<file path="src/adr_pkg.sv">
// package of register offsets, field positions, reset values and delay figures
// assumes a 16-bit register file reached over a 32-bit avalon-mm slave
package adr_pkg;
  // ==========================================================================
  // register map (printed offsets are indices, byte address is four times)
  localparam logic [3:0]  ADR_IDX_COARSE   = 4'hc;   // coarse delay register index
  localparam logic [3:0]  ADR_IDX_FINE     = 4'hd;   // fine delay register index
  localparam logic [3:0]  ADR_IDX_STATUS   = 4'he;   // applied delay status index
  localparam logic [5:0]  ADR_ADDR_COARSE  = {ADR_IDX_COARSE, 2'h0};
  localparam logic [5:0]  ADR_ADDR_FINE    = {ADR_IDX_FINE, 2'h0};
  localparam logic [5:0]  ADR_ADDR_STATUS  = {ADR_IDX_STATUS, 2'h0};
  // ==========================================================================
  // reset values
  localparam logic [15:0] ADR_COARSE_RESET = 16'h0004;  // stabilizer on
  localparam logic [15:0] ADR_FINE_RESET   = 16'h0000;
  // ==========================================================================
  // field positions
  localparam int ADR_CAM_LSB   = 4;    // coarse magnitude 15:4
  localparam int ADR_CSEL_BIT  = 3;    // coarse-register select
  localparam int ADR_DCS_BIT   = 2;    // duty-cycle stabilizer
  localparam int ADR_FAM_LSB   = 10;   // fine magnitude 15:10
  localparam int ADR_FSEL_BIT  = 8;    // fine-register select
  // writable bit masks; reserved bits read as zero
  localparam logic [15:0] ADR_COARSE_MASK = 16'hfffc;
  localparam logic [15:0] ADR_FINE_MASK   = 16'hfd00;
  // ==========================================================================
  // delay figures
  localparam logic [11:0] ADR_CAM_MAX     = 12'h97f;  // 2431d, top code
  localparam int          ADR_CAM_MAX_PS  = 825;      // delay at top code, ps
  localparam int          ADR_FAM_MAX_FS  = 2300;     // fine delay at 63d, fs
  localparam int          ADR_BUS_WAIT    = 1;        // waitrequest cycles per access
endpackage

</file>
<file path="src/adr_regs.sv">
// aperture delay register bank with avalon-mm slave
// assumes the analog delay line consumes the delay code outputs
//
// Our own choice: the Avalon-MM slave port.
`timescale 1ns/1ps
module adr_regs
  import adr_pkg::*;
#(
  parameter int CAM_W = 12,  // coarse magnitude width
  parameter int FAM_W = 6    // fine magnitude width
) (
  // clock and reset
  input  wire logic        clock,
  input  wire logic        reset,
  input  wire logic        clock_enable,
  // avalon-mm slave
  input  wire logic [5:0]  address,
  input  wire logic        read,
  input  wire logic        write,
  input  wire logic [31:0] writedata,
  input  wire logic [3:0]  byteenable,
  output logic      [31:0] readdata,
  output logic             waitrequest,
  // delay line control
  output logic      [11:0] coarse_delay_code,
  output logic      [5:0]  fine_delay_code,
  output logic             delay_adjust_on,
  output logic             duty_cycle_stabilizer_on
);
  // ==========================================================================
  // elaboration checks
  if (CAM_W != 12 || FAM_W != 6) begin : g_bad
    $error("adr_regs: field widths fixed by the register layout");
  end

  // ==========================================================================
  // storage
  logic [15:0] clock_delay_coarse;       // coarse register
  logic [15:0] clock_delay_fine;         // fine register
  logic [15:0] next_clock_delay_coarse;
  logic [15:0] next_clock_delay_fine;
  logic        busy;                     // access accepted, answer next edge
  logic        next_busy;
  logic [31:0] next_readdata;
  logic        next_waitrequest;
  logic [11:0] next_coarse_delay_code;
  logic [5:0]  next_fine_delay_code;
  logic        next_delay_adjust_on;
  logic        next_dcs_on;
  logic [11:0] cam_clamped;              // saturated coarse code
  logic [15:0] wmask;                    // byte-enable mask for low half
  logic        coarse_sel;               // coarse-register select
  logic        fine_sel;                 // fine-register select

  // field views
  assign coarse_sel = next_clock_delay_coarse[ADR_CSEL_BIT];
  assign fine_sel   = next_clock_delay_fine[ADR_FSEL_BIT];
  assign wmask      = {{8{byteenable[1]}}, {8{byteenable[0]}}};

  // saturating clamp on the coarse code
  adr_sat #(
    .WIDTH(12)
  ) u_sat (
    .code_in  (next_clock_delay_coarse[ADR_CAM_LSB +: 12]),
    .limit    (ADR_CAM_MAX),
    .code_out (cam_clamped)
  );

  // ==========================================================================
  // bus and register next state
  // one wait cycle: waitrequest high on the request edge, low the next
  always_comb begin
    next_clock_delay_coarse = clock_delay_coarse;
    next_clock_delay_fine   = clock_delay_fine;
    next_busy               = 1'b0;
    next_readdata           = readdata;
    next_waitrequest        = 1'b1;
    if ((read || write) && !busy) begin
      // first cycle of request: finish next edge
      next_busy        = 1'b1;
      next_waitrequest = 1'b0;
      if (write) begin
        unique case (address)
          ADR_ADDR_COARSE: next_clock_delay_coarse =
              (clock_delay_coarse & ~wmask) | (writedata[15:0] & wmask & ADR_COARSE_MASK);
          ADR_ADDR_FINE:   next_clock_delay_fine =
              (clock_delay_fine & ~wmask) | (writedata[15:0] & wmask & ADR_FINE_MASK);
          default: ;  // unmapped or read-only writes ignored
        endcase
      end else begin
        unique case (address)
          ADR_ADDR_COARSE: next_readdata = {16'h0000, clock_delay_coarse};
          ADR_ADDR_FINE:   next_readdata = {16'h0000, clock_delay_fine};
          ADR_ADDR_STATUS: next_readdata = {16'h0000, delay_adjust_on, 3'h0,
                                            coarse_delay_code};
          default:         next_readdata = 32'h0000_0000;  // unmapped reads zero
        endcase
      end
    end
  end

  // ==========================================================================
  // delay outputs, derived from the registers after this edge
  always_comb begin
    next_delay_adjust_on   = coarse_sel | fine_sel;
    next_coarse_delay_code = next_delay_adjust_on ? cam_clamped : 12'h000;
    next_fine_delay_code   = next_delay_adjust_on ?
                             next_clock_delay_fine[ADR_FAM_LSB +: 6] : 6'h00;
    next_dcs_on            = next_clock_delay_coarse[ADR_DCS_BIT];
  end

  // ==========================================================================
  // registers
  always_ff @(posedge clock) begin
    if (reset) begin
      clock_delay_coarse       <= ADR_COARSE_RESET;
      clock_delay_fine         <= ADR_FINE_RESET;
      busy                     <= 1'b0;
      readdata                 <= 32'h0000_0000;
      waitrequest              <= 1'b1;
      coarse_delay_code        <= 12'h000;
      fine_delay_code          <= 6'h00;
      delay_adjust_on          <= 1'b0;
      duty_cycle_stabilizer_on <= 1'b1;
    end else if (clock_enable) begin
      clock_delay_coarse       <= next_clock_delay_coarse;
      clock_delay_fine         <= next_clock_delay_fine;
      busy                     <= next_busy;
      readdata                 <= next_readdata;
      waitrequest              <= next_waitrequest;
      coarse_delay_code        <= next_coarse_delay_code;
      fine_delay_code          <= next_fine_delay_code;
      delay_adjust_on          <= next_delay_adjust_on;
      duty_cycle_stabilizer_on <= next_dcs_on;
    end
  end
endmodule

</file>
<file path="src/adr_sat.sv">
// saturating clamp for the coarse delay code
// assumes a pure combinational use by the register bank
`timescale 1ns/1ps
module adr_sat
  import adr_pkg::*;
#(
  parameter int WIDTH = 12
) (
  // code in and limit
  input  wire logic [WIDTH-1:0] code_in,
  input  wire logic [WIDTH-1:0] limit,
  // clamped code
  output logic      [WIDTH-1:0] code_out
);
  // ==========================================================================
  // clamp
  // codes above the limit hold the limit
  always_comb begin
    code_out = (code_in > limit) ? limit : code_in;
  end
endmodule
</file>
<file path="config.mk">
export PLATFORM = sky130hd
export DESIGN_NAME = adr_regs
export DESIGN_NICKNAME = d
export VERILOG_FILES = /design/src/adr_pkg.sv /design/src/adr_regs.sv /design/src/adr_sat.sv
export SDC_FILE = /design/constraint.sdc
export NUM_CORES = 1
export LEC_CHECK = 0
export ABC_AREA = 0
export BUFFER_PORTS_ARGS = -buffer_cell sky130_fd_sc_hd__buf_2
export CORE_UTILIZATION = 46
export DETAILED_ROUTE_END_ITERATION = 6
export PLACE_DENSITY = 0.84
export SLEW_MARGIN = 5
export SYNTH_ARGS = -nofsm -noshare
export SYNTH_HDL_FRONTEND = slang
export SYNTH_SLANG_ARGS = --single-unit
</file>
<file path="constraint.sdc">
create_clock -name clock -period 1.8 [get_ports clock]
set_input_delay 0.27 -clock clock [delete_from_list [all_inputs] [get_ports clock]]
set_output_delay 0.27 -clock clock [all_outputs]
set_load 0.03 [all_outputs]
</file>
==> results summary, run 1 <==
The flow ran to the end, and the final reports show no timing, DRC or antenna violations. The via-per-instance ratio is roughly 5.5. The number of instances resized during post-cts repair came out at 0. Of the total synthesized cell area, the portion taken by AND, OR, NAND and NOR gates is 0.214. The largest net degree at the start of global routing came out at 31. The clock share of power came out at 0.486. The number of distinct standard cells referenced by the synthesized netlist came out at 44. The post-route DRC violation count came out at 0.

The maximum clock skew at final layout came out at 0.00796 ns. At the worst endpoint, the required time is approximately 2.1 ns. The via count of the routed design is 2816. The number of max-cap violations came out at 0. The diode insertion count for antenna repair came out at 0. The relative slew slack is 0.253. Pin placement for this block handled 100 I/O pins. The number of antenna violations at the first check in global routing came to 0. The share of flip-flops with an asynchronous set or reset after synthesis is 0. The tree is rooted in a sky130_fd_sc_hd__clkbuf_8. For this run, the total global-route usage over all layers was measured as 0.236. By startpoint and endpoint, the worst setup path is classified as input pin to flop. The gate count of the mapped netlist is 359. By area, the combinational part of the netlist is dominated by simple AND/OR/NAND/NOR gates.

The chip width is 85.5 um. The count of antenna-violating nets left after detailed routing came out at 0. The transition at the pin with the smallest max-transition slack is ~1.1 ns. TritonCTS built the clock tree. The global-route congestion overflow total came out at 0. The final number of hold-violating endpoints came out at 0. For this run, the leading register cell type out of synthesis is sky130_fd_sc_hd__dfxtp_1. The share of the Yosys chip area taken by registers is 0.431. The sequential cells in the finished layout cover a total of 1380 um^2. The proportion of total power due to net switching is 0.227. The clock net in this run drives a total of 69 sinks. The final critical-path share of the clock period is 0.923.

The estimated wirelength of the detail-placed design is around 5600 um. The clock-pin slew on the worst setup and hold paths came out at roughly 0.080 ns. After floorplanning, the core was divided into 30 placement rows.

The total count of max-transition violations in the final report is 0. The number of CTS-inserted buffers is 9. Summed over all nets, the switching power comes to about 800 uW.

In this run, the number of DRC markers left after iteration 0 of detailed routing was 177. The first global-routing pass estimated approximately 13000 um of wire. The internal power of the cells is roughly 2700 uW. The worst path arrival time came out at between 1.5 and 2 ns. The number of setup violations in the final report came out at 0.

After synthesis the cells add up to roughly 3200 um^2. The portion of netlist area occupied by mux cells came out at 0.141. The achievable clock frequency is about 0.6 GHz.

From bottom edge to top edge, the die measures 85.5 um. The net count of the finished layout is between 400 and 500. The synthesized area per cell is 8.94 um^2. Leaving out fill and tap cells, the most frequent cell in the layout is sky130_fd_sc_hd__dfxtp_1. The worst hold slack is 0.183 ns.

Of the total power, combinational logic draws 0.074. The area of the multi-input gates is between 1500 and 2000 um^2. The complex-gate fraction of the synthesized area came out at 0.133. The number of global-route vias before repair is 2672. The total core area is around 6800 um^2. The floorplan step defined a die boundary enclosing ~7300 um^2. Of the total synthesized cell area, the portion taken by full adders, half adders and majority gates is 0. In this run the power density over the cells is about 900 nW/um^2. VDD sags by at most a little over 0.5 mV.

Counting the fill cells in the layout gives between 500 and 600. The critical path startpoint category is an input pin. The parity-gate share of the synthesized area counting xor and xnor cells is 0. The latest clock arrival within the worst-skew pair came out at ~0.36 ns. The detail-routed net length per standard cell is approximately 16 um. The count of port buffers added during placement is 63. The number of buffers inserted for hold repair after clock tree synthesis came out at 0. The path class of the tightest hold or removal check is input pin to flop.

The number of flip-flops and latches in the synthesized netlist is 69. The H-tree depth is 3. For this run, the share of the core covered by cells in the final layout is 0.580. For this run, the number of Yosys warnings is 0. The routability congestion estimate is ~0.85. The share of cells above drive strength 1 came out at 0.279.

The count of buffers added by post-CTS timing repair for setup is 0. The fraction of power consumed by sequential logic came out at 0.440. The number of detailed-routing iterations run before antenna repair is 5. The library cells used most frequently in the layout, excluding fill and tap cells, are 69 x sky130_fd_sc_hd__dfxtp_1, 63 x sky130_fd_sc_hd__buf_2, 39 x sky130_fd_sc_hd__nor2_1, 37 x sky130_fd_sc_hd__nand2_1, 36 x sky130_fd_sc_hd__mux2i_1. The analysis attributes to cell leakage a power of about 0.0017 uW. Along the worst path, the maximum fanout reaches 19. Summed over all layers, the routed wires come to about 8000 um. The worst path in the final design needs a cycle of between 1.5 and 2 ns, including I/O delays and setup. The worst setup path is captured at a flop. The signed area change from the synthesized netlist to the final layout is 22.1%.

The clock passes through at most 2 buffers. The number of enable-type register cells in the synthesized netlist is 0. The initial utilization of the core area, before any placement, comes to 0.475.
[flip-flops by register name (all words and copies together), names as in the netlist, named ones only]
register,count
coarse_delay_code,12
clock_delay_fine,16
busy,1
readdata,16
delay_adjust_on,1
waitrequest,1
clock_delay_coarse,15
fine_delay_code,6
[power by group through the flow]
stage          combinational, uW  sequential [uW]  clock [uW]
2_1_floorplan                185             1580           0
3_3_place_gp                 246             1580           0
3_5_place_dp                 252             1580           0
4_1_cts                      253             1540        1710
5_1_grt                      278             1550        1790
6_report                     261             1550        1710
[logic make-up after synthesis]
group | after synthesis
compound gates | 65
buf+inv | 45
flops | 69
mux | 44
other cells | 1
simple gates | 135
[Yosys cell counts (2+ instances only)]
master / count / share of area
sky130_fd_sc_hd__o21ai_1: 7 / 0.011
sky130_fd_sc_hd__dfxtp_1: 69 / 0.43
sky130_fd_sc_hd__a211oi_1: 7 / 0.016
sky130_fd_sc_hd__nand3b_1: 2 / 0.0047
sky130_fd_sc_hd__buf_4: 16 / 0.037
sky130_fd_sc_hd__mux2i_1: 36 / 0.11
sky130_fd_sc_hd__nor2_1: 39 / 0.046
sky130_fd_sc_hd__nor4_1: 5 / 0.0098
sky130_fd_sc_hd__clkbuf_1: 13 / 0.015
sky130_fd_sc_hd__nand3_1: 10 / 0.016
sky130_fd_sc_hd__o21ai_0: 15 / 0.023
sky130_fd_sc_hd__and2_1: 13 / 0.025
sky130_fd_sc_hd__nand2_1: 37 / 0.043
sky130_fd_sc_hd__and3b_1: 2 / 0.0055
sky130_fd_sc_hd__a22oi_1: 13 / 0.030
sky130_fd_sc_hd__mux2_2: 7 / 0.025
sky130_fd_sc_hd__nor2b_1: 4 / 0.0078
sky130_fd_sc_hd__o31ai_2: 4 / 0.016
sky130_fd_sc_hd__or3_1: 2 / 0.0039
sky130_fd_sc_hd__o31a_1: 2 / 0.0055
sky130_fd_sc_hd__nor3_1: 9 / 0.014
sky130_fd_sc_hd__buf_6: 2 / 0.0070
sky130_fd_sc_hd__a21oi_1: 14 / 0.022
sky130_fd_sc_hd__buf_2: 9 / 0.014
sky130_fd_sc_hd__inv_1: 3 / 0.0035
[layout make-up]
class | count | share of cell area
Clock buffer | 10 | 0.0351
Clock inverter | 6 | 0.0342
Multi-Input combinational cell | 260 | 0.423
Inverter | 4 | 0.00383
Tap cell | 80 | 0.0256
Sequential cell | 69 | 0.353
Timing Repair Buffer | 85 | 0.126
[metal layers]
metal  vias to the layer above  global-route usage  part of all wire
met3                        15              0.0626             0.075
li1                       1362                   -                 -
met2                       132               0.377              0.47
met1                      1307               0.304              0.44
met4                         0              0.0939             0.016
met5                         -                   0                 0
[through the flow]
step	setup WS (ns)	power [uW]	setup TNS [ns]	area (um^2)	instances
floorplan	0.0281	1770	0	3260	374
global placement	-0.0533	1830	-0.303	3620	498
detailed placement	-0.164	1830	-1.46	3620	498
CTS	0.0345	3510	0	3890	514
global route	-0.0104	3610	-0.0104	3920	514
finish	0.139	3510	0	3920	514
[worst paths after layout]
path	to	cells past startpoint	slack, ns	from
hold / removal	clock_delay_coarse[3]	3	0.18	writedata[3]
setup reg to reg	flop	4	0.15	busy
hold reg to reg	fine_delay_code[3]	2	0.47	fine_delay_code[3]
setup / recovery	readdata[15]	7	0.14	address[2]
[worst max-delay path, stage by stage]
cell and delay, ns:
sky130_fd_sc_hd__buf_2 0.12, sky130_fd_sc_hd__buf_12 0.16, sky130_fd_sc_hd__nor2b_1 0.87, sky130_fd_sc_hd__nand2_1 0.12, sky130_fd_sc_hd__o21ai_0 0.20, sky130_fd_sc_hd__a22oi_1 0.12, sky130_fd_sc_hd__nor2_1 0.09
No activity file was read; power rests on OpenSTA's default activity.
==> run 2, diff against run 1 <==
- SETUP_SLACK_MARGIN: unset -> 0.15
==> run 2 against run 1 <==
Compared with the run above:
- worst setup slack better by 0.062 ns
- non-clock buffer count up 4
- sequential power about the same
- global-route usage down 1.2 points
- critical endpoint is now coarse_delay_code[3]
==> results summary, run 2 (synthesis gave the netlist of run 1 again) <==
Of the total power, registers draw 0.524. The number of setup violations in the final report is 0. The routed design has about 7600 um of wire. The row count is 30. The largest registers in the layout are clock_delay_fine: 16 flops, readdata: 16 flops, clock_delay_coarse: 15 flops. The number of max-cap violations came out at 0. The worst path arrival time is between 1.5 and 2 ns. Entering global routing, the biggest net connects 25 pins. The relative slew slack is 0.376. The wire-length estimate of the detail-placed layout is around 5700 um.

The transition at the pin with the smallest max-transition slack came out at roughly 0.93 ns. The worst setup path is launched from a flop. The path category of the worst min-delay check is input pin to flop. Counting the buffers created by CTS gives 9. The total placed cells including tap cells is roughly 500. The data required time of the worst path came out at roughly 2.0 ns. The iteration-0 DRC count of the detailed router is around 210. The run finished with clean final reports.

The placement-stage cell area is 3660 um^2. The reg-to-reg setup timing slack came out at about 0.20 ns. The top cell types in the final layout, fill and taps aside, are 68 x sky130_fd_sc_hd__dfxtp_1, 63 x sky130_fd_sc_hd__buf_2, 39 x sky130_fd_sc_hd__nor2_1, 37 x sky130_fd_sc_hd__nand2_1, 34 x sky130_fd_sc_hd__mux2i_1. The number of nets in the finished design came out at 480. In this run the remaining antenna-violating nets after routing total 0. Static timing analysis puts the maximum clock frequency at roughly 0.63 GHz. Of the total power, the share spent switching nets is 0.257. The tree is rooted in a sky130_fd_sc_hd__clkbuf_8. The final number of hold-violating endpoints was 0.

During placement, the flow inserted port buffers numbering between 60 and 70. The net switching power of the design is between 700 and 800 uW. The first-pass GRT wire length is ~13000 um. The die is roughly 86 um tall.

During I/O placement, the number of pins put on the boundary was 100. The worst-case reg-to-reg path depth came out at 6. The clock sink total came out at 69.

The number of global-route vias before repair was around 2.6k. The share of cells above drive strength 1 came out at 0.288. The via-per-instance ratio is 5.26. The endpoint identified for the worst register-to-register timing path is coarse_delay_code[3]. The peak supply drop is about 0.41 mV.

The latest clock arrival within the worst-skew pair came out at approximately 0.35 ns. The diode insertion count for antenna repair came out at 0. Along the worst path, the maximum fanout reaches 4. The share of total power dissipated in combinational logic is 0.088.

The startpoint of the lowest-slack register-to-register path is busy. TritonCTS built the clock tree. The largest buffer count on any clock path came out at 2.

The shortest period the worst path allows came out at between 1.5 and 2 ns. The detail-routed net length per standard cell came out at 14.7 um. The post-route DRC violation count came out at 0. The clock share of power came out at 0.389. The initial utilization of the core area, before any placement, comes to 0.475. The capturing element type of the critical path is a flop.

The cell area power density came out at around 760 nW/um^2. The most common library cell in the layout ignoring fill and taps is sky130_fd_sc_hd__dfxtp_1. The maximum clock skew at final layout is ~0.010 ns. The critical path in this run is classified as flop to flop.

The clock-pin slew on the worst setup and hold paths came out at approximately 0.07 ns. The number of antenna violations at the first check in global routing came out at 0. Setup repair after global routing could not meet its margin everywhere. The non-filler instance count after layout came out at 518.

The routability congestion estimate came out at just over 0.8. The area growth from synthesis to layout is 21.1%. The via count of the routed design came out at ~2.7k. The global-route congestion overflow total came out at 0. The die is roughly 86 um wide. The number of detailed-routing iterations run before antenna repair is 4. The analysis attributes to cell leakage a power of roughly 0.0017 uW. The H-tree depth is 3. The design area came out at 3890 um^2.

The final critical-path share of the clock period is 0.888. The startpoint identified for the worst hold timing path is writedata[3]. The full die area is 7310 um^2. The total count of max-transition violations in the final report came to 0. The combined global-route utilization of all metal layers is 0.224. The utilization after layout came out at 0.575.

The internal power of the cells is approximately 2200 uW. The total core area came out at a little under 7000 um^2. The cell depth of the worst hold path came out at 3. The worst hold path terminates at clock_delay_coarse[3].
[run 2: power groups by stage]
| stage | combinational [uW] | clock (uW) | sequential (uW) |
|---|---|---|---|
| after floorplan | 185 | 0 | 1580 |
| after global placement | 243 | 0 | 1580 |
| after detailed placement | 248 | 0 | 1580 |
| after CTS | 251 | 1170 | 1550 |
| after global routing | 279 | 1250 | 1550 |
| final | 259 | 1150 | 1550 |
[run 2: routing by layer]
layer  global-route usage  part of all wire  vias up
li1                     -                 -     1360
met1                0.288              0.46     1264
met2                0.361              0.47       91
met3               0.0587             0.051       11
met4               0.0909             0.016        0
met5                    0                 0        -
[run 2: metrics by stage]
stage,setup TNS [ns],worst slack [ns],power (uW),hold slack (ns)
3_3_place_gp,-0.00599,-0.00599,1820,0.441
6_report,0,0.201,2960,0.204
4_1_cts,0,0.157,2970,0.190
2_1_floorplan,0,0.0625,1770,0.414
5_1_grt,0,0.129,3070,0.224
3_5_place_dp,-0.571,-0.0612,1830,0.448
[run 2: what timing repair did]
item	in CTS	in global routing
setup buffers	0	1
resized for setup	1	8
endpoints found under the setup margin	17	20
hold endpoints to repair	0	0
pin swaps	1	6
hold buffers	0	0
[run 2: cell type report]
class | count | area [um^2]
clock buffers | 13 | 159
clock inverters | 3 | 20.0
fillers | 588 | 2870
inverters | 4 | 15.0
multi-input cells | 260 | 1670
flip-flops and latches | 69 | 1380
well taps | 80 | 100
repair buffers | 89 | 539
[run 2: worst max path at each step]
stage | start | to | slack [ns] | cells past startpoint
floorplan | address[2] | flop | 0.06 | 7
global placement | address[0] | flop | -0.006 | 6
detailed placement | address[0] | flop | -0.06 | 6
CTS | busy | flop | 0.16 | 4
global route | busy | flop | 0.13 | 4
finish | busy | coarse_delay_code[3] | 0.20 | 6
[run 2: worst max-delay path: stages, from the launching register on]
cell                       delay, ns
sky130_fd_sc_hd__dfxtp_2        0.34
sky130_fd_sc_hd__nand3b_1       0.19
sky130_fd_sc_hd__or3_1          0.37
sky130_fd_sc_hd__buf_4          0.17
sky130_fd_sc_hd__mux2i_2        0.21
sky130_fd_sc_hd__and2_1         0.15
sky130_fd_sc_hd__o21ai_1        0.05
